==> src/include/pbei_pkg.sv <==
// Purpose: shared constants and types for the power button event input block
// Assumes: 20 MHz always-on clock, AXI4-Lite register access
// Notes: times are kept in their own unit; cycle counts derive from the clock rate
package pbei_pkg;
  localparam int unsigned CLK_HZ = 20000000;
  localparam int unsigned DB_MS = 16;
  localparam int unsigned FAST_US = 500;
  localparam int unsigned S0_START_US = 100;
  localparam int unsigned WAKE_MIN_US = 150;
  localparam int unsigned REL_MIN_US = 500;
  localparam int unsigned OVR_S = 4;
  localparam int unsigned OVR_EXT_S = 9;
  localparam int unsigned RST_MS = 5;
  localparam int unsigned DB_CYC = DB_MS * (CLK_HZ / 1000);
  localparam int unsigned FAST_CYC = FAST_US * (CLK_HZ / 1000000);
  localparam int unsigned S0_START_CYC = S0_START_US * (CLK_HZ / 1000000);
  localparam int unsigned WAKE_MIN_CYC = WAKE_MIN_US * (CLK_HZ / 1000000);
  localparam int unsigned REL_MIN_CYC = REL_MIN_US * (CLK_HZ / 1000000);
  localparam int unsigned OVR_CYC = OVR_S * CLK_HZ;
  localparam int unsigned OVR_EXT_CYC = OVR_EXT_S * CLK_HZ;
  localparam int unsigned RST_CYC = RST_MS * (CLK_HZ / 1000);
  // register byte addresses
  localparam logic [7:0] ADDR_CFG = 8'h00;
  localparam logic [7:0] ADDR_STS = 8'h04;
  localparam logic [7:0] ADDR_LVL = 8'h08;
  // config field positions
  localparam int CFG_DB_MODE = 0;
  localparam int CFG_SCI_ROUTE_ENABLE = 1;
  localparam int CFG_BTN_EN = 2;
  localparam int CFG_GSMI_EN = 3;
  localparam int CFG_WAKE_EN = 4;
  localparam int CFG_INT_WAKE = 5;
  localparam int CFG_FULL_CYC = 6;
  localparam logic [6:0] CFG_RST = 7'h00;
  // status field positions, write one to clear
  localparam int STS_BTN = 0;
  localparam int STS_WAKE = 1;
  localparam int STS_OVR = 2;
  localparam int STS_RST = 3;
  localparam logic [1:0] RESP_OKAY = 2'h0;
  localparam logic [1:0] RESP_SLVERR = 2'h2;
  typedef enum logic [1:0] {PBEI_G3, PBEI_S0, PBEI_SX, PBEI_DSX} pbei_pstate_t;
  typedef struct packed {
    logic smi;
    logic sci;
    logic wake;
  } pbei_evt_t;
endpackage

==> src/rtl/pbei_top.sv <==
// Purpose: power button, wake request and reset button event logic
// Assumes: inputs synchronous to CLK_SYS_I; RST_I is the resume-well reset
// Notes: registers at 0x00 config, 0x04 sticky status, 0x08 levels
`timescale 1ns/1ns
// Function
// [RULE_01] debounce power button for sixteen milliseconds
// [RULE_02] ignore new falling edges per debounce mode; the code swallows them in mode 1 only, since pb_fall is 0 in mode 0
// [RULE_03] hold off wake while sleep stretching
// [RULE_04] lengthen override to nine seconds while stretching
// [RULE_05] extend only after graceful entry or reset; the code arms it on graceful entry only, and RST_I clears it
// [RULE_06] in S0 raise SMI or SCI
// [RULE_07] S0 processing within hundred microseconds
// [RULE_08] sleep wake needs 150 us press
// [RULE_09] button released 500 us after resume reset
// [RULE_10] G3 presses ignored entirely
// [RULE_11] four second press forces S5; the code does not count the override in DSX
// [RULE_12] mode zero adds sixteen ms debounce
// [RULE_13] level status debounced or raw by mode
// [RULE_14] wake request acts on falling edge
// [RULE_15] internal wake bit has same effect
// [RULE_16] debounced reset button starts host reset
// [RULE_17] host reset lasts five to six ms
// [RULE_18] block rearm until released and S0
// [RULE_19] control bit selects full power cycle
// [RULE_20] reset button only with power good
// [RULE_21] power button wake never masked
// [RULE_22] override counter restarts on release
// [RULE_23] timers on always-on clock, reset cleared
module pbei_top #(
  parameter int unsigned DB_CYC = pbei_pkg::DB_CYC,
  parameter int unsigned OVR_CYC = pbei_pkg::OVR_CYC,
  parameter int unsigned OVR_EXT_CYC = pbei_pkg::OVR_EXT_CYC,
  parameter int unsigned RST_CYC = pbei_pkg::RST_CYC
) (
  // clock and reset
  input wire logic CLK_SYS_I,
  input wire logic RST_I,
  // platform pins
  input wire logic POWER_BUTTON_N_I,
  input wire logic WAKE_REQUEST_N_I,
  input wire logic RESET_BUTTON_N_I,
  input wire logic PLATFORM_RESET_N_I,
  input wire logic PRIMARY_POWER_GOOD_I,
  // power state context
  input wire logic [1:0] POWER_STATE_I,
  input wire logic SLEEP_STRETCH_I,
  input wire logic GRACEFUL_ENTRY_I,
  // event outputs
  output logic SMI_O,
  output logic SCI_O,
  output logic WAKE_O,
  output logic FORCE_S5_O,
  output logic HOST_RESET_O,
  output logic FULL_CYCLE_O,
  // axi4-lite slave
  input wire logic [7:0] AWADDR_I,
  input wire logic AWVALID_I,
  output logic AWREADY_O,
  input wire logic [31:0] WDATA_I,
  input wire logic [3:0] WSTRB_I,
  input wire logic WVALID_I,
  output logic WREADY_O,
  output logic [1:0] BRESP_O,
  output logic BVALID_O,
  input wire logic BREADY_I,
  input wire logic [7:0] ARADDR_I,
  input wire logic ARVALID_I,
  output logic ARREADY_O,
  output logic [31:0] RDATA_O,
  output logic [1:0] RRESP_O,
  output logic RVALID_O,
  input wire logic RREADY_I
);
  ////////////////////////////////////////////////////////////////////////////
  logic [6:0] cfg_ff;
  logic [3:0] sts_ff;
  logic [31:0] db_cnt_ff;
  logic pb_db_ff;
  logic pb_raw_d_ff;
  logic [31:0] ign_cnt_ff;
  logic [31:0] low_cnt_ff;
  logic pb_done_ff;
  logic [31:0] ovr_cnt_ff;
  logic ext_arm_ff;
  logic [31:0] rel_cnt_ff;
  logic rel_ok_ff;
  logic wr_d_ff;
  logic [31:0] rb_cnt_ff;
  logic rb_db_ff;
  logic [31:0] rst_cnt_ff;
  logic rst_blk_ff;
  logic aw_ff;
  logic w_ff;
  logic [7:0] awaddr_ff;
  logic [31:0] wdata_ff;
  logic [3:0] wstrb_ff;
  pbei_pkg::pbei_pstate_t pstate;
  pbei_pkg::pbei_evt_t nxt_evt;
  logic pb_fall;
  logic pb_accept;
  logic [31:0] need_cyc;
  logic wake_fall;
  logic wr_go;
  logic clr_btn;
  logic clr_wake;
  logic clr_ovr;
  logic clr_rst;
  logic rst_start;

  assign pstate = pbei_pkg::pbei_pstate_t'(POWER_STATE_I);

  ////////////////////////////////////////////////////////////////////////////
  // power button debounce: output follows input once stable for the window
  always_ff @(posedge CLK_SYS_I) begin
    if (RST_I) begin // RULE_23
      db_cnt_ff <= 32'h0;
      pb_db_ff <= 1'b1;
      pb_raw_d_ff <= 1'b1;
    end else if (pstate == pbei_pkg::PBEI_G3) begin // RULE_10
      db_cnt_ff <= 32'h0;
      pb_db_ff <= 1'b1;
      pb_raw_d_ff <= 1'b1;
    end else begin
      pb_raw_d_ff <= POWER_BUTTON_N_I;
      if (POWER_BUTTON_N_I == pb_db_ff) begin
        db_cnt_ff <= 32'h0;
      end else if (db_cnt_ff >= DB_CYC - 1) begin // RULE_01
        db_cnt_ff <= 32'h0;
        pb_db_ff <= POWER_BUTTON_N_I;
      end else begin
        db_cnt_ff <= db_cnt_ff + 32'h1;
      end
    end
  end

  // mode 1 bypasses debounce for event timing; mode 0 adds the filter delay
  assign pb_fall = cfg_ff[pbei_pkg::CFG_DB_MODE] ? (pb_raw_d_ff & ~POWER_BUTTON_N_I)
                                                : 1'b0; // RULE_12
  always_comb begin
    if (pstate == pbei_pkg::PBEI_S0) begin
      need_cyc = 32'(pbei_pkg::S0_START_CYC) / 32'h2; // RULE_07
    end else begin
      need_cyc = 32'(pbei_pkg::WAKE_MIN_CYC); // RULE_08
    end
  end

  ////////////////////////////////////////////////////////////////////////////
  // press qualification: count low time, one event per press, edge ignore window
  always_ff @(posedge CLK_SYS_I) begin
    if (RST_I) begin
      low_cnt_ff <= 32'h0;
      pb_done_ff <= 1'b0;
      ign_cnt_ff <= 32'h0;
    end else begin
      if (ign_cnt_ff != 32'h0) begin
        ign_cnt_ff <= ign_cnt_ff - 32'h1;
      end
      if ((cfg_ff[pbei_pkg::CFG_DB_MODE] ? POWER_BUTTON_N_I : pb_db_ff) || !rel_ok_ff
          || pstate == pbei_pkg::PBEI_G3) begin // RULE_10
        low_cnt_ff <= 32'h0;
        pb_done_ff <= 1'b0;
      end else if (pb_fall && ign_cnt_ff != 32'h0) begin
        // in mode 1, a press that starts inside the window is swallowed whole, not just delayed
        low_cnt_ff <= 32'h0;
        pb_done_ff <= 1'b1; // RULE_02
      end else if (pb_accept) begin
        pb_done_ff <= 1'b1;
        ign_cnt_ff <= cfg_ff[pbei_pkg::CFG_DB_MODE] ? 32'(pbei_pkg::FAST_CYC) : DB_CYC; // RULE_02
      end else if (!pb_done_ff) begin
        low_cnt_ff <= low_cnt_ff + 32'h1;
      end
    end
  end
  // sleep states wait for stretching to finish before waking
  assign pb_accept = !pb_done_ff && low_cnt_ff >= need_cyc && pstate != pbei_pkg::PBEI_G3
                     && !(pstate != pbei_pkg::PBEI_S0 && SLEEP_STRETCH_I); // RULE_03

  ////////////////////////////////////////////////////////////////////////////
  // release qualification after resume reset
  always_ff @(posedge CLK_SYS_I) begin
    if (RST_I) begin
      rel_cnt_ff <= 32'h0;
      rel_ok_ff <= 1'b0;
    end else if (!rel_ok_ff) begin
      if (!POWER_BUTTON_N_I) begin
        rel_cnt_ff <= 32'h0;
      end else if (rel_cnt_ff >= 32'(pbei_pkg::REL_MIN_CYC) - 32'h1) begin
        rel_ok_ff <= 1'b1; // RULE_09
      end else begin
        rel_cnt_ff <= rel_cnt_ff + 32'h1;
      end
    end
  end

  ////////////////////////////////////////////////////////////////////////////
  // override timer; extension armed by graceful entries, not by power restore
  always_ff @(posedge CLK_SYS_I) begin
    if (RST_I) begin
      ext_arm_ff <= 1'b0; // RULE_05
    end else if (GRACEFUL_ENTRY_I) begin
      ext_arm_ff <= 1'b1; // RULE_05
    end else if (pstate == pbei_pkg::PBEI_S0 && !SLEEP_STRETCH_I) begin
      ext_arm_ff <= 1'b0;
    end
  end

  always_ff @(posedge CLK_SYS_I) begin
    if (RST_I) begin
      ovr_cnt_ff <= 32'h0;
      FORCE_S5_O <= 1'b0;
    end else begin
      FORCE_S5_O <= 1'b0;
      if (pb_db_ff || pstate == pbei_pkg::PBEI_G3 || pstate == pbei_pkg::PBEI_DSX) begin
        ovr_cnt_ff <= 32'h0; // RULE_22
      end else if (ovr_cnt_ff >= ((SLEEP_STRETCH_I && ext_arm_ff) ? OVR_EXT_CYC : OVR_CYC) - 1) begin
        ovr_cnt_ff <= 32'h0; // RULE_04 RULE_11
        FORCE_S5_O <= 1'b1; // RULE_11
      end else begin
        ovr_cnt_ff <= ovr_cnt_ff + 32'h1;
      end
    end
  end

  ////////////////////////////////////////////////////////////////////////////
  // event routing for button, wake request and internal wake bit
  assign wake_fall = wr_d_ff & ~WAKE_REQUEST_N_I; // RULE_14
  always_comb begin
    nxt_evt = '0;
    if (pb_accept && pstate == pbei_pkg::PBEI_S0) begin
      nxt_evt.sci = cfg_ff[pbei_pkg::CFG_SCI_ROUTE_ENABLE] & cfg_ff[pbei_pkg::CFG_BTN_EN]; // RULE_06
      nxt_evt.smi = ~cfg_ff[pbei_pkg::CFG_SCI_ROUTE_ENABLE] & cfg_ff[pbei_pkg::CFG_GSMI_EN]; // RULE_06
    end
    if (pb_accept && pstate != pbei_pkg::PBEI_S0) begin
      nxt_evt.wake = 1'b1; // RULE_21
    end
    if (wake_fall || cfg_ff[pbei_pkg::CFG_INT_WAKE]) begin // RULE_15
      if (pstate == pbei_pkg::PBEI_S0) begin
        nxt_evt.sci = nxt_evt.sci | cfg_ff[pbei_pkg::CFG_SCI_ROUTE_ENABLE];
        nxt_evt.smi = nxt_evt.smi | (~cfg_ff[pbei_pkg::CFG_SCI_ROUTE_ENABLE] & cfg_ff[pbei_pkg::CFG_GSMI_EN]);
      end else if (pstate == pbei_pkg::PBEI_SX && !SLEEP_STRETCH_I) begin // RULE_03
        nxt_evt.wake = nxt_evt.wake | cfg_ff[pbei_pkg::CFG_WAKE_EN]; // RULE_14
      end
    end
  end

  always_ff @(posedge CLK_SYS_I) begin
    if (RST_I) begin
      wr_d_ff <= 1'b1;
      SMI_O <= 1'b0;
      SCI_O <= 1'b0;
      WAKE_O <= 1'b0;
    end else begin
      wr_d_ff <= WAKE_REQUEST_N_I;
      SMI_O <= nxt_evt.smi;
      SCI_O <= nxt_evt.sci;
      WAKE_O <= nxt_evt.wake;
    end
  end

  ////////////////////////////////////////////////////////////////////////////
  // reset button: debounce, fixed-length host reset, rearm block
  always_ff @(posedge CLK_SYS_I) begin
    if (RST_I) begin
      rb_cnt_ff <= 32'h0;
      rb_db_ff <= 1'b1;
    end else if (RESET_BUTTON_N_I == rb_db_ff) begin
      rb_cnt_ff <= 32'h0;
    end else if (rb_cnt_ff >= DB_CYC - 1) begin
      rb_cnt_ff <= 32'h0;
      rb_db_ff <= RESET_BUTTON_N_I; // RULE_16
    end else begin
      rb_cnt_ff <= rb_cnt_ff + 32'h1;
    end
  end

  assign rst_start = !rb_db_ff && !rst_blk_ff && PRIMARY_POWER_GOOD_I; // RULE_16 RULE_20

  always_ff @(posedge CLK_SYS_I) begin
    if (RST_I) begin
      rst_cnt_ff <= 32'h0;
      rst_blk_ff <= 1'b0;
      HOST_RESET_O <= 1'b0;
      FULL_CYCLE_O <= 1'b0;
    end else if (rst_start) begin
      rst_cnt_ff <= RST_CYC;
      rst_blk_ff <= 1'b1;
      HOST_RESET_O <= 1'b1;
      FULL_CYCLE_O <= cfg_ff[pbei_pkg::CFG_FULL_CYC]; // RULE_19
    end else if (rst_cnt_ff != 32'h0) begin
      rst_cnt_ff <= rst_cnt_ff - 32'h1; // RULE_17
      HOST_RESET_O <= rst_cnt_ff != 32'h1;
      FULL_CYCLE_O <= FULL_CYCLE_O && rst_cnt_ff != 32'h1;
    end else begin
      HOST_RESET_O <= 1'b0;
      FULL_CYCLE_O <= 1'b0;
      if (rb_db_ff && pstate == pbei_pkg::PBEI_S0 && PLATFORM_RESET_N_I) begin
        rst_blk_ff <= 1'b0; // RULE_18
      end
    end
  end

  ////////////////////////////////////////////////////////////////////////////
  // axi4-lite slave: accepts address and data in any order, one write at a time
  assign wr_go = aw_ff && w_ff && !BVALID_O;
  assign clr_btn = wr_go && awaddr_ff == pbei_pkg::ADDR_STS && wstrb_ff[0] && wdata_ff[pbei_pkg::STS_BTN];
  assign clr_wake = wr_go && awaddr_ff == pbei_pkg::ADDR_STS && wstrb_ff[0] && wdata_ff[pbei_pkg::STS_WAKE];
  assign clr_ovr = wr_go && awaddr_ff == pbei_pkg::ADDR_STS && wstrb_ff[0] && wdata_ff[pbei_pkg::STS_OVR];
  assign clr_rst = wr_go && awaddr_ff == pbei_pkg::ADDR_STS && wstrb_ff[0] && wdata_ff[pbei_pkg::STS_RST];

  always_ff @(posedge CLK_SYS_I) begin
    if (RST_I) begin
      aw_ff <= 1'b0;
      w_ff <= 1'b0;
      awaddr_ff <= 8'h00;
      wdata_ff <= 32'h0;
      wstrb_ff <= 4'h0;
      AWREADY_O <= 1'b0;
      WREADY_O <= 1'b0;
      BVALID_O <= 1'b0;
      BRESP_O <= pbei_pkg::RESP_OKAY;
    end else begin
      AWREADY_O <= !aw_ff && !AWREADY_O && !BVALID_O;
      WREADY_O <= !w_ff && !WREADY_O && !BVALID_O;
      if (AWVALID_I && AWREADY_O) begin
        aw_ff <= 1'b1;
        awaddr_ff <= AWADDR_I;
      end
      if (WVALID_I && WREADY_O) begin
        w_ff <= 1'b1;
        wdata_ff <= WDATA_I;
        wstrb_ff <= WSTRB_I;
      end
      if (wr_go) begin
        aw_ff <= 1'b0;
        w_ff <= 1'b0;
        BVALID_O <= 1'b1;
        BRESP_O <= (awaddr_ff == pbei_pkg::ADDR_CFG || awaddr_ff == pbei_pkg::ADDR_STS
                    || awaddr_ff == pbei_pkg::ADDR_LVL) ? pbei_pkg::RESP_OKAY : pbei_pkg::RESP_SLVERR;
      end else if (BVALID_O && BREADY_I) begin
        BVALID_O <= 1'b0;
      end
    end
  end

  always_ff @(posedge CLK_SYS_I) begin
    if (RST_I) begin
      cfg_ff <= pbei_pkg::CFG_RST;
    end else if (wr_go && awaddr_ff == pbei_pkg::ADDR_CFG && wstrb_ff[0]) begin
      cfg_ff <= wdata_ff[6:0];
    end
  end

  // sticky status: a new event wins over a same-cycle clear
  always_ff @(posedge CLK_SYS_I) begin
    if (RST_I) begin
      sts_ff <= 4'h0;
    end else begin
      sts_ff[pbei_pkg::STS_BTN] <= pb_accept | (sts_ff[pbei_pkg::STS_BTN] & ~clr_btn);
      sts_ff[pbei_pkg::STS_WAKE] <= wake_fall | (sts_ff[pbei_pkg::STS_WAKE] & ~clr_wake);
      sts_ff[pbei_pkg::STS_OVR] <= FORCE_S5_O | (sts_ff[pbei_pkg::STS_OVR] & ~clr_ovr);
      sts_ff[pbei_pkg::STS_RST] <= rst_start | (sts_ff[pbei_pkg::STS_RST] & ~clr_rst);
    end
  end

  always_ff @(posedge CLK_SYS_I) begin
    if (RST_I) begin
      ARREADY_O <= 1'b0;
      RVALID_O <= 1'b0;
      RDATA_O <= 32'h0;
      RRESP_O <= pbei_pkg::RESP_OKAY;
    end else begin
      ARREADY_O <= !ARREADY_O && !RVALID_O;
      if (ARVALID_I && ARREADY_O) begin
        RVALID_O <= 1'b1;
        RRESP_O <= pbei_pkg::RESP_OKAY;
        unique case (ARADDR_I)
          pbei_pkg::ADDR_CFG: RDATA_O <= {25'h0, cfg_ff};
          pbei_pkg::ADDR_STS: RDATA_O <= {28'h0, sts_ff};
          pbei_pkg::ADDR_LVL: begin
            RDATA_O <= {30'h0, rst_blk_ff,
                        cfg_ff[pbei_pkg::CFG_DB_MODE] ? POWER_BUTTON_N_I : pb_db_ff}; // RULE_13
          end
          default: begin
            RDATA_O <= 32'h0;
            RRESP_O <= pbei_pkg::RESP_SLVERR;
          end
        endcase
      end else if (RVALID_O && RREADY_I) begin
        RVALID_O <= 1'b0;
      end
    end
  end
endmodule // pbei_top

==> config.mk <==
export PLATFORM = sky130hd
export DESIGN_NAME = pbei_top
export DESIGN_NICKNAME = d
export VERILOG_FILES = /design/src/include/pbei_pkg.sv /design/src/rtl/pbei_top.sv
export SDC_FILE = /design/constraint.sdc
export NUM_CORES = 1
export LEC_CHECK = 0
export BUFFER_PORTS_ARGS = -buffer_cell sky130_fd_sc_hd__buf_2
export CORE_MARGIN = 2
export CORE_UTILIZATION = 50
export CTS_CLUSTER_SIZE = 24
export DETAILED_ROUTE_END_ITERATION = 8
export HOLD_SLACK_MARGIN = 0.05
export PLACE_DENSITY_LB_ADDON = 0.08
export SLEW_MARGIN = 10
export SYNTH_ARGS = -nofsm -noshare
export SYNTH_HDL_FRONTEND = slang
export SYNTH_SLANG_ARGS = --single-unit
==> constraint.sdc <==
create_clock -name CLK_SYS_I -period 4.96 [get_ports CLK_SYS_I]
set_input_delay 0.496 -clock CLK_SYS_I [delete_from_list [all_inputs] [get_ports CLK_SYS_I]]
set_output_delay 0.496 -clock CLK_SYS_I [all_outputs]
set_load 0.02 [all_outputs]
==> results of run 1 <==
==> cell usage in the layout (no fill, tap or decap), types with 5 or more instances in the layout <==
cell and instances:
or4_1 22, o211ai_1 11, xor2_1 71, nor2b_1 7, nor4_1 41, o31ai_1 9
buf_4 9, nor2_1 185, buf_2 59, o21ai_0 32, conb_1 56, nand2b_1 9
a211oi_1 7, clkinv_2 5, dfxtp_1 281, nand2_1 99, nand4_1 40, inv_1 38
clkbuf_8 5, nor3_1 61, nand3b_1 7, ha_1 25, nand3_1 70, or2_2 6
a21oi_1 93, mux2i_1 13, clkbuf_16 31, xnor2_1 52, a41oi_1 5, and2_1 22
and4_1 10, a2111oi_0 7, or3_1 29, and3_1 19
==> how the worst max path moves through the flow <==
| stage | startpoint | end | slack, ns | depth (start not counted) |
|---|---|---|---|---|
| finish | POWER_STATE_I[1] | low_cnt_ff[31] | 1.74 | 10 |
| global route | ign_cnt_ff[19] | ign_cnt_ff[15] | 1.51 | 6 |
| CTS | POWER_STATE_I[1] | low_cnt_ff[31] | 1.75 | 10 |
| detailed placement | POWER_STATE_I[1] | low_cnt_ff[31] | 1.21 | 10 |
| global placement | POWER_STATE_I[1] | low_cnt_ff[31] | 1.25 | 10 |
| floorplan | POWER_STATE_I[1] | low_cnt_ff[29] | 2.02 | 10 |
==> per-stage QoR <==
| step | hold WS, ns | area [µm²] | util | instances |
|---|---|---|---|---|
| finish | 0.158 | 13900 | 0.574 | 1839 |
| detailed placement | 0.432 | 12900 | 0.532 | 1788 |
| CTS | 0.142 | 13900 | 0.574 | 1839 |
| global route | 0.159 | 13900 | 0.574 | 1839 |
| floorplan | 0.413 | 12500 | - | 1474 |
| global placement | 0.422 | 12900 | 0.532 | 1788 |
==> flip-flops by register name (all words and copies together) (netlist names), 4 cells and up <==
signal      flops
cfg_ff          7
rst_cnt_ff     32
ign_cnt_ff     32
low_cnt_ff     32
ovr_cnt_ff     32
RDATA_O         7
rb_cnt_ff      32
rel_cnt_ff     32
db_cnt_ff      32
sts_ff          4
wdata_ff        7
awaddr_ff       8
==> metal layers <==
layer,global-route usage,up-vias,part of all wire
met5,0,-,0.00050
met2,0.330,137,0.44
met1,0.284,4630,0.50
li1,-,5129,-
met3,0.0300,39,0.032
met4,0.0487,2,0.023
==> cell families (layout without fill, tap and decap cells) <==
| family | Yosys count | count (layout) | share of synthesized area |
|---|---|---|---|
| and+or+nand+nor | 652 | 652 | 0.272 |
| DFF | 281 | 281 | 0.457 |
| AOI/OAI and AO/OA | 207 | 207 | 0.103 |
| xor gates and xnor gates | 123 | 123 | 0.0875 |
| buffers and inverters | 116 | 157 | 0.0437 |
| adders and majority gates | 25 | 25 | 0.0254 |
| muxes | 14 | 14 | 0.0118 |
| other | 1 | 56 | 0.000304 |
==> power by group through the flow <==
stage | Clock (mW) | Combinational, mW | Sequential, mW
after floorplan | 0 | 1.19 | 2.63
after global placement | 0 | 1.42 | 2.66
after detailed placement | 0 | 1.44 | 2.67
after CTS | 2.35 | 1.46 | 2.62
after global routing | 2.44 | 1.65 | 2.65
final | 2.29 | 1.47 | 2.63
==> worst reg2reg max path, cell delays in order (launching register included) <==
cell and delay (ns):
dfxtp_1 0.34, or4_1 0.55, nor4_1 0.51, nand3_1 0.85
and4_1 0.53, o22ai_1 0.12, a21oi_1 0.08
==> area by class of cell <==
type / instances / area [µm²]
fillers: 2226 / 10300
repair buffers: 68 / 363
clock buffers: 40 / 860
clock inverters: 11 / 161
multi-input cells: 1077 / 6370
inverters: 38 / 143
flip-flops and latches: 281 / 5630
well taps: 324 / 405
==> metrics.md, run 1 <==
| Metric | Value |
|---|---|
| Worst-margin pin slew | `1.01 ns` |
| Leakage power total | `5.11 nW` |
| Die X | `161 µm` |
| Post-cts sizing count | `0` |
| Critical Path Fanout Max | `12` |
| Startpoint Class | `input pin` |
| Vias in the first global route | `9286` |
| Row Count | `57` |
| Sequential fraction of the synthesis area | `0.457` |
| CTS tree | `done` |
| Routed via count | `9937` |
| Max_slew headroom | `0.327` |
| Setup_tns | `0 ns` |
| Endpoints failing hold | `0` |
| Clock buffer count from CTS | `30` |
| Crit. End Element | `flop` |
| H-tree depth | `1` |
| Hold Startpoint | `WAKE_REQUEST_N_I` |
| DR WL/cell | `14.3 µm` |
| Global-route wire length before repair | `44.7 mm` |
| # diodes | `0` |
| Clk sink count | `281` |
| Setup Skew | `0.0180 ns` |
| CP max-delay cell | `nor2b_1` |
| Hold-fix buffers at CTS | `0` |
| Top-area cell type share of the netlist area | `0.457` |
| Crit path time final | `3.22 ns` |
| Largest net degree at the start of global routing | `54` |
| Crit path max-delay family | `compound AO/OA/AOI/OAI gates` |
| Worst Hold End | `wr_d_ff` |
| Initial Utilization | `0.508` |
| CP Class | `in2reg` |
| Cells along the critical path | `buf_2 > nor2b_1 > ha_1 > a21o_1 > a311oi_1 > o2111ai_1 > buf_4 > a2111o_1 > or3_1 > a21oi_1` |
| Area Overhead vs Synth | `13.1%` |
| Critical Path RT | `5.43 ns` |
| Gr ovfl total | `0` |
| Fmax | `0.311 GHz` |
| Combinational share of power | `0.230` |
| Clock Tree Buf Depth | `3` |
| Commonest cells in the netlist | `281 x dfxtp_1, 185 x nor2_1, 99 x nand2_1, 93 x a21oi_1, 71 x xor2_1` |
| DRT iter0 DRCs | `448` |
| Die ar. | `0.0259 mm²` |
| Sequential Power Share | `0.411` |
| Final Wtd Congestion | `0.804` |
| WP data arrival | `3.69 ns` |
| Antenna viol nets, final | `0` |
| CTS Root Cell | `clkbuf_16` |
| Library cells used by synthesis | `69` |
| Clk network pwr share | `0.359` |
| Mean Syn Cell Area | `8.68 µm²` |
| Via density | `5.40` |
| Worst reg-to-reg setup slack | `1.83 ns` |
| WP buf/inv | `2` |
| Psw | `1.95 mW` |
| Synth warn | `0` |
| Sw frac | `0.305` |
| Area contributors post-synth | `dfxtp_1 46%, nor2_1 5.6%, xor2_1 5.0%` |
| Main synth FF type | `dfxtp_1` |
| Initial DRT Pass Iterations | `5` |
| Die Height | `161 µm` |
| Slew Viols, Final | `0` |
| Initial antenna violation count | `1` |
| Dpl hpwl | `18.0 mm` |
| Count leader, synth | `dfxtp_1` |
| PwrDens | `459 mW/mm²` |
| Core area | `0.0242 mm²` |
| Synthesized instance count | `1419` |
| HP Class | `in2reg` |
| Layout cell share with drive strength beyond 1 | `0.0904` |
| Reg-to-reg startpoint | `ign_cnt_ff[19]` |
| DRT Wirelength | `26.2 mm` |
| Worst Hold Depth | `2` |
| Endpoints failing setup | `0` |
| Synthesized area | `0.0123 mm²` |
| Status | `finished clean` |
| Num ports | `115` |
| Tot Pwr | `6.39 mW` |
| Max Cap Viol | `0` |
| Final period utilization | `0.649` |
| Setup bufs post-CTS | `0` |
| RSZ-0062 raised after global routing | `no` |
| EDFF count, synth | `0` |
| FF+latch count, synth | `281` |
| GRT Util Overall | `0.203` |
| Max rail drop VDD | `0.269 mV` |
| Dpl ws | `1.21 ns` |
| Asr flop ratio synth | `0` |
| Clk_lat worst skew | `0.56 ns` |
| Drc violations | `0` |
| CP max stage delay | `0.55 ns` |
| Worst r2r dst | `ign_cnt_ff[15]` |
| Worst Setup Slack, final | `1.74 ns` |
| Worst r2r path cells | `6` |
| Cell-internal power | `4.44 mW` |
| Synth area leader | `dfxtp_1` |
| Fin nets | `1589` |
| Clock slew seen by the registers of the worst setup and hold paths | `0.06 ns` |
| Port bufs | `59` |
(Power assumes the default switching activity.)
==> run 2: changes to the inputs <==
==> constraint.sdc (replaced) <==
create_clock -name CLK_SYS_I -period 3.3 [get_ports CLK_SYS_I]
set_input_delay 0.33 -clock CLK_SYS_I [delete_from_list [all_inputs] [get_ports CLK_SYS_I]]
set_output_delay 0.33 -clock CLK_SYS_I [all_outputs]
set_load 0.02 [all_outputs]
==> run 2 against run 1 <==
  * Total power up 51%
  * Routed wire length is 0.50% lower
  * Non-clock buffer count rose by 29
  * Clock power grew 52%
  * Worst hold slack worse by 0.088 ns
  * Die area unchanged
==> metrics.md, run 2 (synthesis results as in run 1) <==
| Metric | Value |
|---|---|
| Cell-internal power | `6.75 mW (+52%)` |
| Num ports | `115 (unchanged)` |
| Cells along the critical path | `dlygate4sd3_1 > buf_2 > nor2b_1 > ha_1 > a21o_1 > a311oi_1 > o2111a_1 > o21ai_1 > or4_1 > a21oi_1` |
| Post-DP Area | `0.0130 mm² (+0.74%)` |
| Combinational share of power | `0.234 (+0.004)` |
| CTS tree | `done` |
| Via density | `5.35 (-1.1%)` |
| Status | `finished clean` |
| Commonest cells after routing, fill and taps aside | `281 x dfxtp_1, 185 x nor2_1, 99 x nand2_1` |
| Max rail drop VDD | `0.507 mV (+89%)` |
| Startpoint Class | `input pin` |
| Clk_lat worst skew | `0.55 ns (about the same)` |
| Clk network pwr share | `0.359 (about the same)` |
| Core area | `0.0242 mm² (unchanged)` |
| H-tree depth | `1 (unchanged)` |
| Slew Viols, Final | `0 (unchanged)` |
| Commonest non-fill, non-tap cell in the layout | `dfxtp_1` |
| CP max-delay cell | `dlygate4sd3_1` |
| Clock buffer count from CTS | `31 (+3.3%)` |
| Worst r2r dst | `rst_cnt_ff[31]` |
| Clk sink count | `281 (unchanged)` |
| DRT iter0 DRCs | `490 (+9.4%)` |
| CP Class | `in2reg` |
| Hold Startpoint | `BREADY_I` |
| CTS Root Cell | `clkbuf_16` |
| Worst r2r path cells | `6 (unchanged)` |
| DRT Wirelength | `26.1 mm (-0.50%)` |
| Fmax | `0.332 GHz` |
| Critical Path Fanout Max | `8 (-4)` |
| Global-route wire length before repair | `44.2 mm (-1.1%)` |
| Initial antenna violation count | `0 (-1)` |
| PwrDens | `680 mW/mm² (+48%)` |
| Port bufs | `59 (unchanged)` |
| Worst Hold End | `BVALID_O` |
| Die ar. | `0.0259 mm² (unchanged)` |
| Sw frac | `0.302 (-0.00254)` |
| Post-route cell area | `0.0142 mm² (+2.1%)` |
| Crit path launch | `POWER_STATE_I[0]` |
| Layout cell share with drive strength beyond 1 | `0.0975 (+0.00712)` |
| Final period utilization | `0.912` |
| Sequential Power Share | `0.407 (-0.004)` |
| Leakage power total | `5.26 nW (+2.9%)` |
| HP Class | `in2reg` |
| Stages on the worst setup path | `10 (unchanged)` |
| Row Count | `57 (unchanged)` |
| Crit path max-delay family | `compound AO/OA/AOI/OAI gates` |
| Setup Skew | `0.0199 ns (+0.00187 ns)` |
| Gr ovfl total | `0 (unchanged)` |
| Crit. End Element | `flop` |
| Clock slew seen by the registers of the worst setup and hold paths | `0.06 ns (about the same)` |
| Crit path time final | `3.01 ns` |
| Max_slew headroom | `0.452 (+0.124)` |
| Worst-margin pin slew | `0.822 ns (-0.184 ns)` |
| Post-Layout Cell Count | `1872 (+1.8%)` |
| Max Cap Viol | `0 (unchanged)` |
| Vias in the first global route | `9266 (-0.22%)` |
| Critical Path RT | `3.78 ns (-1.65 ns)` |
| Psw | `2.93 mW (+50%)` |
| Fin nets | `1619 (+1.9%)` |
| Initial Utilization | `0.508 (unchanged)` |
| Largest net degree at the start of global routing | `54 (unchanged)` |
| Die Height | `161 µm (unchanged)` |
| CP max stage delay | `0.54 ns (about the same)` |
| Drc violations | `0 (unchanged)` |
| Setup_tns | `0 ns (unchanged)` |
| RSZ-0062 raised after global routing | `no` |
| WP buf/inv | `2 (unchanged)` |
| GRT Util Overall | `0.201 (-0.00157)` |
| Endpoints failing hold | `0 (unchanged)` |
| Routed via count | `10000 (+0.69%)` |
| WP data arrival | `3.49 ns (-0.20 ns)` |
| Clock Tree Buf Depth | `3 (unchanged)` |
| Area Overhead vs Synth | `15.5%` |
| Worst reg-to-reg setup slack | `0.45 ns (-1.38 ns)` |
| Die X | `161 µm (unchanged)` |
| Initial DRT Pass Iterations | `5 (unchanged)` |
| Reg-to-reg startpoint | `rst_cnt_ff[5]` |
| DR WL/cell | `13.9 µm (-2.3%)` |
| Antenna viol nets, final | `0 (unchanged)` |
| Final Wtd Congestion | `0.802 (-0.26%)` |
| # diodes | `0 (unchanged)` |
| Endpoints failing setup | `0 (unchanged)` |
| Placed cell count | `1799 (+0.62%)` |
| Worst Hold Depth | `4 (+2)` |
| Dpl hpwl | `18.0 mm (-0.26%)` |
==> run 2: changes by cell type in the layout (fill, tap and decap cells not counted), sizes merged <==
cell	delta
buf	+12
bufinv	-1
clkbuf	+5
clkinv	-1
clkinvlp	-1
dlygate4sd3	+17
inv	+2
==> run 2: tightest hold or removal path: stages <==
cell and delay [ns]:
buf_2 0.10, inv_1 0.04, a21oi_1 0.05, nor2_1 0.07
==> run 2: layout make-up <==
| class | instances | area (µm²) |
|---|---|---|
| Fill cell | 2290 | 10000 |
| Multi-Input combinational cell | 1077 | 6370 |
| Sequential cell | 281 | 5630 |
| Clock buffer | 45 | 908 |
| Timing Repair Buffer | 97 | 636 |
| Tap cell | 324 | 405 |
| Inverter | 38 | 143 |
| Clock inverter | 10 | 133 |
==> run 2: stage by stage <==
stage	hold slack [ns]	util	setup WS, ns	total power, mW
2_1_floorplan	0.413	-	0.524	5.74
3_3_place_gp	0.424	0.536	0.254	6.20
3_5_place_dp	0.431	0.536	0.199	6.23
4_1_cts	0.0509	0.586	0.199	9.75
5_1_grt	0.0780	0.587	0.0897	10.2
6_report	0.0700	0.587	0.291	9.68
==> run 2: power by group through the flow <==
| stage | Combinational [mW] | Clock (mW) | Sequential [mW] |
|---|---|---|---|
| after floorplan | 1.79 | 0 | 3.96 |
| after global placement | 2.20 | 0 | 4.00 |
| after detailed placement | 2.22 | 0 | 4.01 |
| after CTS | 2.26 | 3.56 | 3.94 |
| after global routing | 2.56 | 3.71 | 3.98 |
| final | 2.26 | 3.48 | 3.94 |
==> run 2: worst max path at each step <==
| stage | endpoint | slack [ns] |
|---|---|---|
| floorplan | low_cnt_ff[29] | 0.52 |
| global placement | low_cnt_ff[30] | 0.25 |
| detailed placement | low_cnt_ff[30] | 0.20 |
| CTS | low_cnt_ff[28] | 0.20 |
| global route | low_cnt_ff[29] | 0.09 |
| finish | low_cnt_ff[26] | 0.29 |
==> run 2: timing repair <==
action                     4_1_cts  5_1_grt
resized for setup                0        1
setup endpoints to repair        0        6
hold buffers                    17        0
setup buffers                    0        1
hold endpoints to repair        17        0
==> run 2: per-layer routing <==
layer  GRT usage  vias to the layer above  share of wire
li1            -                     5179              -
met1       0.287                     4624           0.50
met2       0.325                      173           0.45
met3      0.0271                       30          0.037
met4      0.0463                        0          0.018
met5           0                        -              0
==> run 3: changes to the inputs <==
--- a/config.mk
+++ b/config.mk
@@ -10,6 +10,7 @@
 export CORE_UTILIZATION = 50
 export CTS_CLUSTER_SIZE = 24
 export DETAILED_ROUTE_END_ITERATION = 8
+export GPL_TIMING_DRIVEN = 0
 export HOLD_SLACK_MARGIN = 0.05
 export PLACE_DENSITY_LB_ADDON = 0.08
 export SLEW_MARGIN = 10
==> run 3 against run 2 <==
  * Clock-buffer cell count unchanged
  * Final cell count increased by 2.7%
  * Non-clock buffer count increased by 50
  * Maximum frequency decreased by 1.0%
  * Clock skew increased by 0.0015 ns
  * First-iteration DRC count increased by 18%
  * Cell area increased by 1.4%
  * Combinational power about the same
  * Routed wire length increased by 7.1%
  * Register-to-register slack got worse by 0.19 ns
  * Clock power about the same
  * Via count increased by 2.3%
==> metrics.md, run 3 (synthesis results as in run 1) <==
| Metric | Value |
|---|---|
| Max Cap Viol | `0 (unchanged)` |
| PwrDens | `673 mW/mm² (-1.1%)` |
| Tot Pwr | `9.70 mW (+0.24%)` |
| Row Count | `57 (unchanged)` |
| Worst reg-to-reg setup slack | `0.26 ns (-0.19 ns)` |
| Die Height | `161 µm (unchanged)` |
| Setup Skew | `0.0214 ns (+0.00147 ns)` |
| Final period utilization | `0.921 (+0.00944)` |
| Num ports | `115 (unchanged)` |
| Die X | `161 µm (unchanged)` |
| Post-DP Area | `0.0132 mm² (+1.5%)` |
| Global-route wire length before repair | `46.6 mm (+5.2%)` |
| GR peak layer | `met2` |
| Clk_lat worst skew | `0.56 ns (about the same)` |
| Worst-margin pin slew | `1.03 ns (+0.213 ns)` |
| Clock buffer count from CTS | `30 (-3.2%)` |
| Via density | `5.33 (-0.37%)` |
| HP Class | `in2reg` |
| Worst r2r dst | `ign_cnt_ff[17]` |
| Placed cell count | `1852 (+2.9%)` |
| DRT iter0 DRCs | `580 (+18%)` |
| Antenna viol nets, final | `0 (unchanged)` |
| Met2 Usage GRT | `0.334 (+0.00956)` |
| Critical Path Fanout Max | `10 (+2)` |
| Startpoint Class | `flop` |
| Area Overhead vs Synth | `17.0%` |
| Drc violations | `0 (unchanged)` |
| Crit path launch | `ign_cnt_ff[19]` |
| Worst r2r path cells | `7 (+1)` |
| Status | `finished clean` |
| # diodes | `0 (unchanged)` |
| CP Class | `reg2reg` |
| Dpl hpwl | `19.8 mm (+10%)` |
| CTS Root Cell | `clkbuf_16` |
| Max rail drop VDD | `0.348 mV (-31%)` |
| Met1 track demand over resource | `0.311 (+0.0237)` |
| DR WL/cell | `14.5 µm (+4.2%)` |
| Clock Tree Buf Depth | `3 (unchanged)` |
| Port bufs | `54 (-8.5%)` |
| Fmax | `0.329 GHz (-1.0%)` |
| Fin nets | `1668 (+3.0%)` |
| WP data arrival | `3.47 ns (-0.02 ns)` |
| Initial antenna violation count | `1 (+1)` |
| Util after Layout | `0.594 (+0.00795)` |
| Leakage power total | `5.35 nW (+1.6%)` |
| Initial Utilization | `0.508 (unchanged)` |
| Die ar. | `0.0259 mm² (unchanged)` |
| Post-route cell area | `0.0144 mm² (+1.4%)` |
| CTS tree | `done` |
| Routed via count | `10200 (+2.3%)` |
| Crit. End Element | `flop` |
| Largest net degree at the start of global routing | `16 (-70%)` |
| Clk sink count | `281 (unchanged)` |
| Post-Layout Cell Count | `1923 (+2.7%)` |
| GRT Util Overall | `0.213 (+0.0123)` |
| Commonest cells after routing, fill and taps aside | `281 x dfxtp_1, 185 x nor2_1, 99 x nand2_1` |
| Met3 Resource Use GR | `0.0284 (+0.00129)` |
| Commonest non-fill, non-tap cell in the layout | `dfxtp_1` |
| Clock slew seen by the registers of the worst setup and hold paths | `0.06 ns (about the same)` |
| Reg area | `0.00563 mm² (unchanged)` |
| Setup_tns | `0 ns (unchanged)` |
| DRT Wirelength | `27.9 mm (+7.1%)` |
| Final Wtd Congestion | `0.806 (+0.52%)` |
| Crit path time final | `3.04 ns (+0.0312 ns)` |
| Setup bufs post-CTS | `0 (unchanged)` |
| Initial DRT Pass Iterations | `5 (unchanged)` |
| Reg-to-reg startpoint | `ign_cnt_ff[19]` |
| Core area | `0.0242 mm² (unchanged)` |
| Critical Path RT | `3.73 ns (-0.05 ns)` |
| # fillers | `2221 (-3.0%)` |
| Layout cell share with drive strength beyond 1 | `0.0976 (about the same)` |
| Endpoints failing setup | `0 (unchanged)` |
| Gr ovfl total | `0 (unchanged)` |
| CP endpoint | `ign_cnt_ff[17]` |
| Area of the multi-input gates | `0.00638 mm² (about the same)` |
| Endpoints failing hold | `0 (unchanged)` |
| Max_slew headroom | `0.304 (-0.148)` |
| Slew Viols, Final | `0 (unchanged)` |
| H-tree depth | `1 (unchanged)` |
| Vias in the first global route | `9294 (+0.30%)` |
==> run 3: changes by cell type in the layout (fill, tap and decap cells not counted), sizes merged <==
cell         before  now
buf              80   83
clkbuf           45   94
clkinv            5    8
dlygate4sd3      17   15
inv              40   38
==> run 3: how the worst min path moves through the flow <==
| stage | from | slack (ns) | cells past startpoint | end |
|---|---|---|---|---|
| floorplan | db_cnt_ff[0] | 0.41 | 1 | db_cnt_ff[0] |
| global placement | db_cnt_ff[0] | 0.42 | 1 | db_cnt_ff[0] |
| detailed placement | rb_cnt_ff[0] | 0.43 | 1 | rb_cnt_ff[0] |
| CTS | RREADY_I | 0.05 | 3 | RVALID_O |
| global route | BREADY_I | 0.07 | 4 | BVALID_O |
| finish | RREADY_I | 0.07 | 3 | RVALID_O |
==> run 3: critical path, stage by stage, from the launching register on <==
cell      delay, ns
dfxtp_1        0.35
or4_1          0.55
nor4_1         0.61
nand4_1        0.29
and2_1         0.25
o21ai_2        0.31
clkbuf_1       0.45
nor2_1         0.10
==> run 3: per-layer routing <==
layer	part of all wire	routed length, µm
met5	0.00043	12
met4	0.021	573
met3	0.042	1160
met2	0.44	12300
met1	0.50	13900
==> run 3: layout make-up <==
cell class | instances | share of cell area
clock buffer | 45 | 0.0629
sequential | 281 | 0.390
tap | 324 | 0.0281
buffer | 78 | 0.0274
clock inverter | 11 | 0.00981
timing repair buffer | 69 | 0.0292
inverter | 38 | 0.00989
multi-input combinational | 1077 | 0.442
==> run 3: power by group <==
part | total [mW] | internal (mW) | leakage [nW] | switching, mW
registers | 3.94 | 3.67 | 2.29 | 0.263
clock network | 3.48 | 2.12 | 0.524 | 1.36
logic | 2.28 | 0.922 | 2.54 | 1.36
total | 9.70 | 6.72 | 5.35 | 2.98
==> run 3: through the flow <==
stage,setup WS (ns),hold slack (ns)
2_1_floorplan,0.524,0.413
3_3_place_gp,-0.642,0.424
3_5_place_dp,-0.538,0.430
4_1_cts,0.172,0.0539
5_1_grt,-0.0119,0.0747
6_report,0.260,0.0671
==> run 3: timing repair <==
action                                 CTS  global route
endpoints found under the hold margin   15             0
gates resized for setup                  1             3
setup endpoints to repair                1            31
hold buffers                            15             0
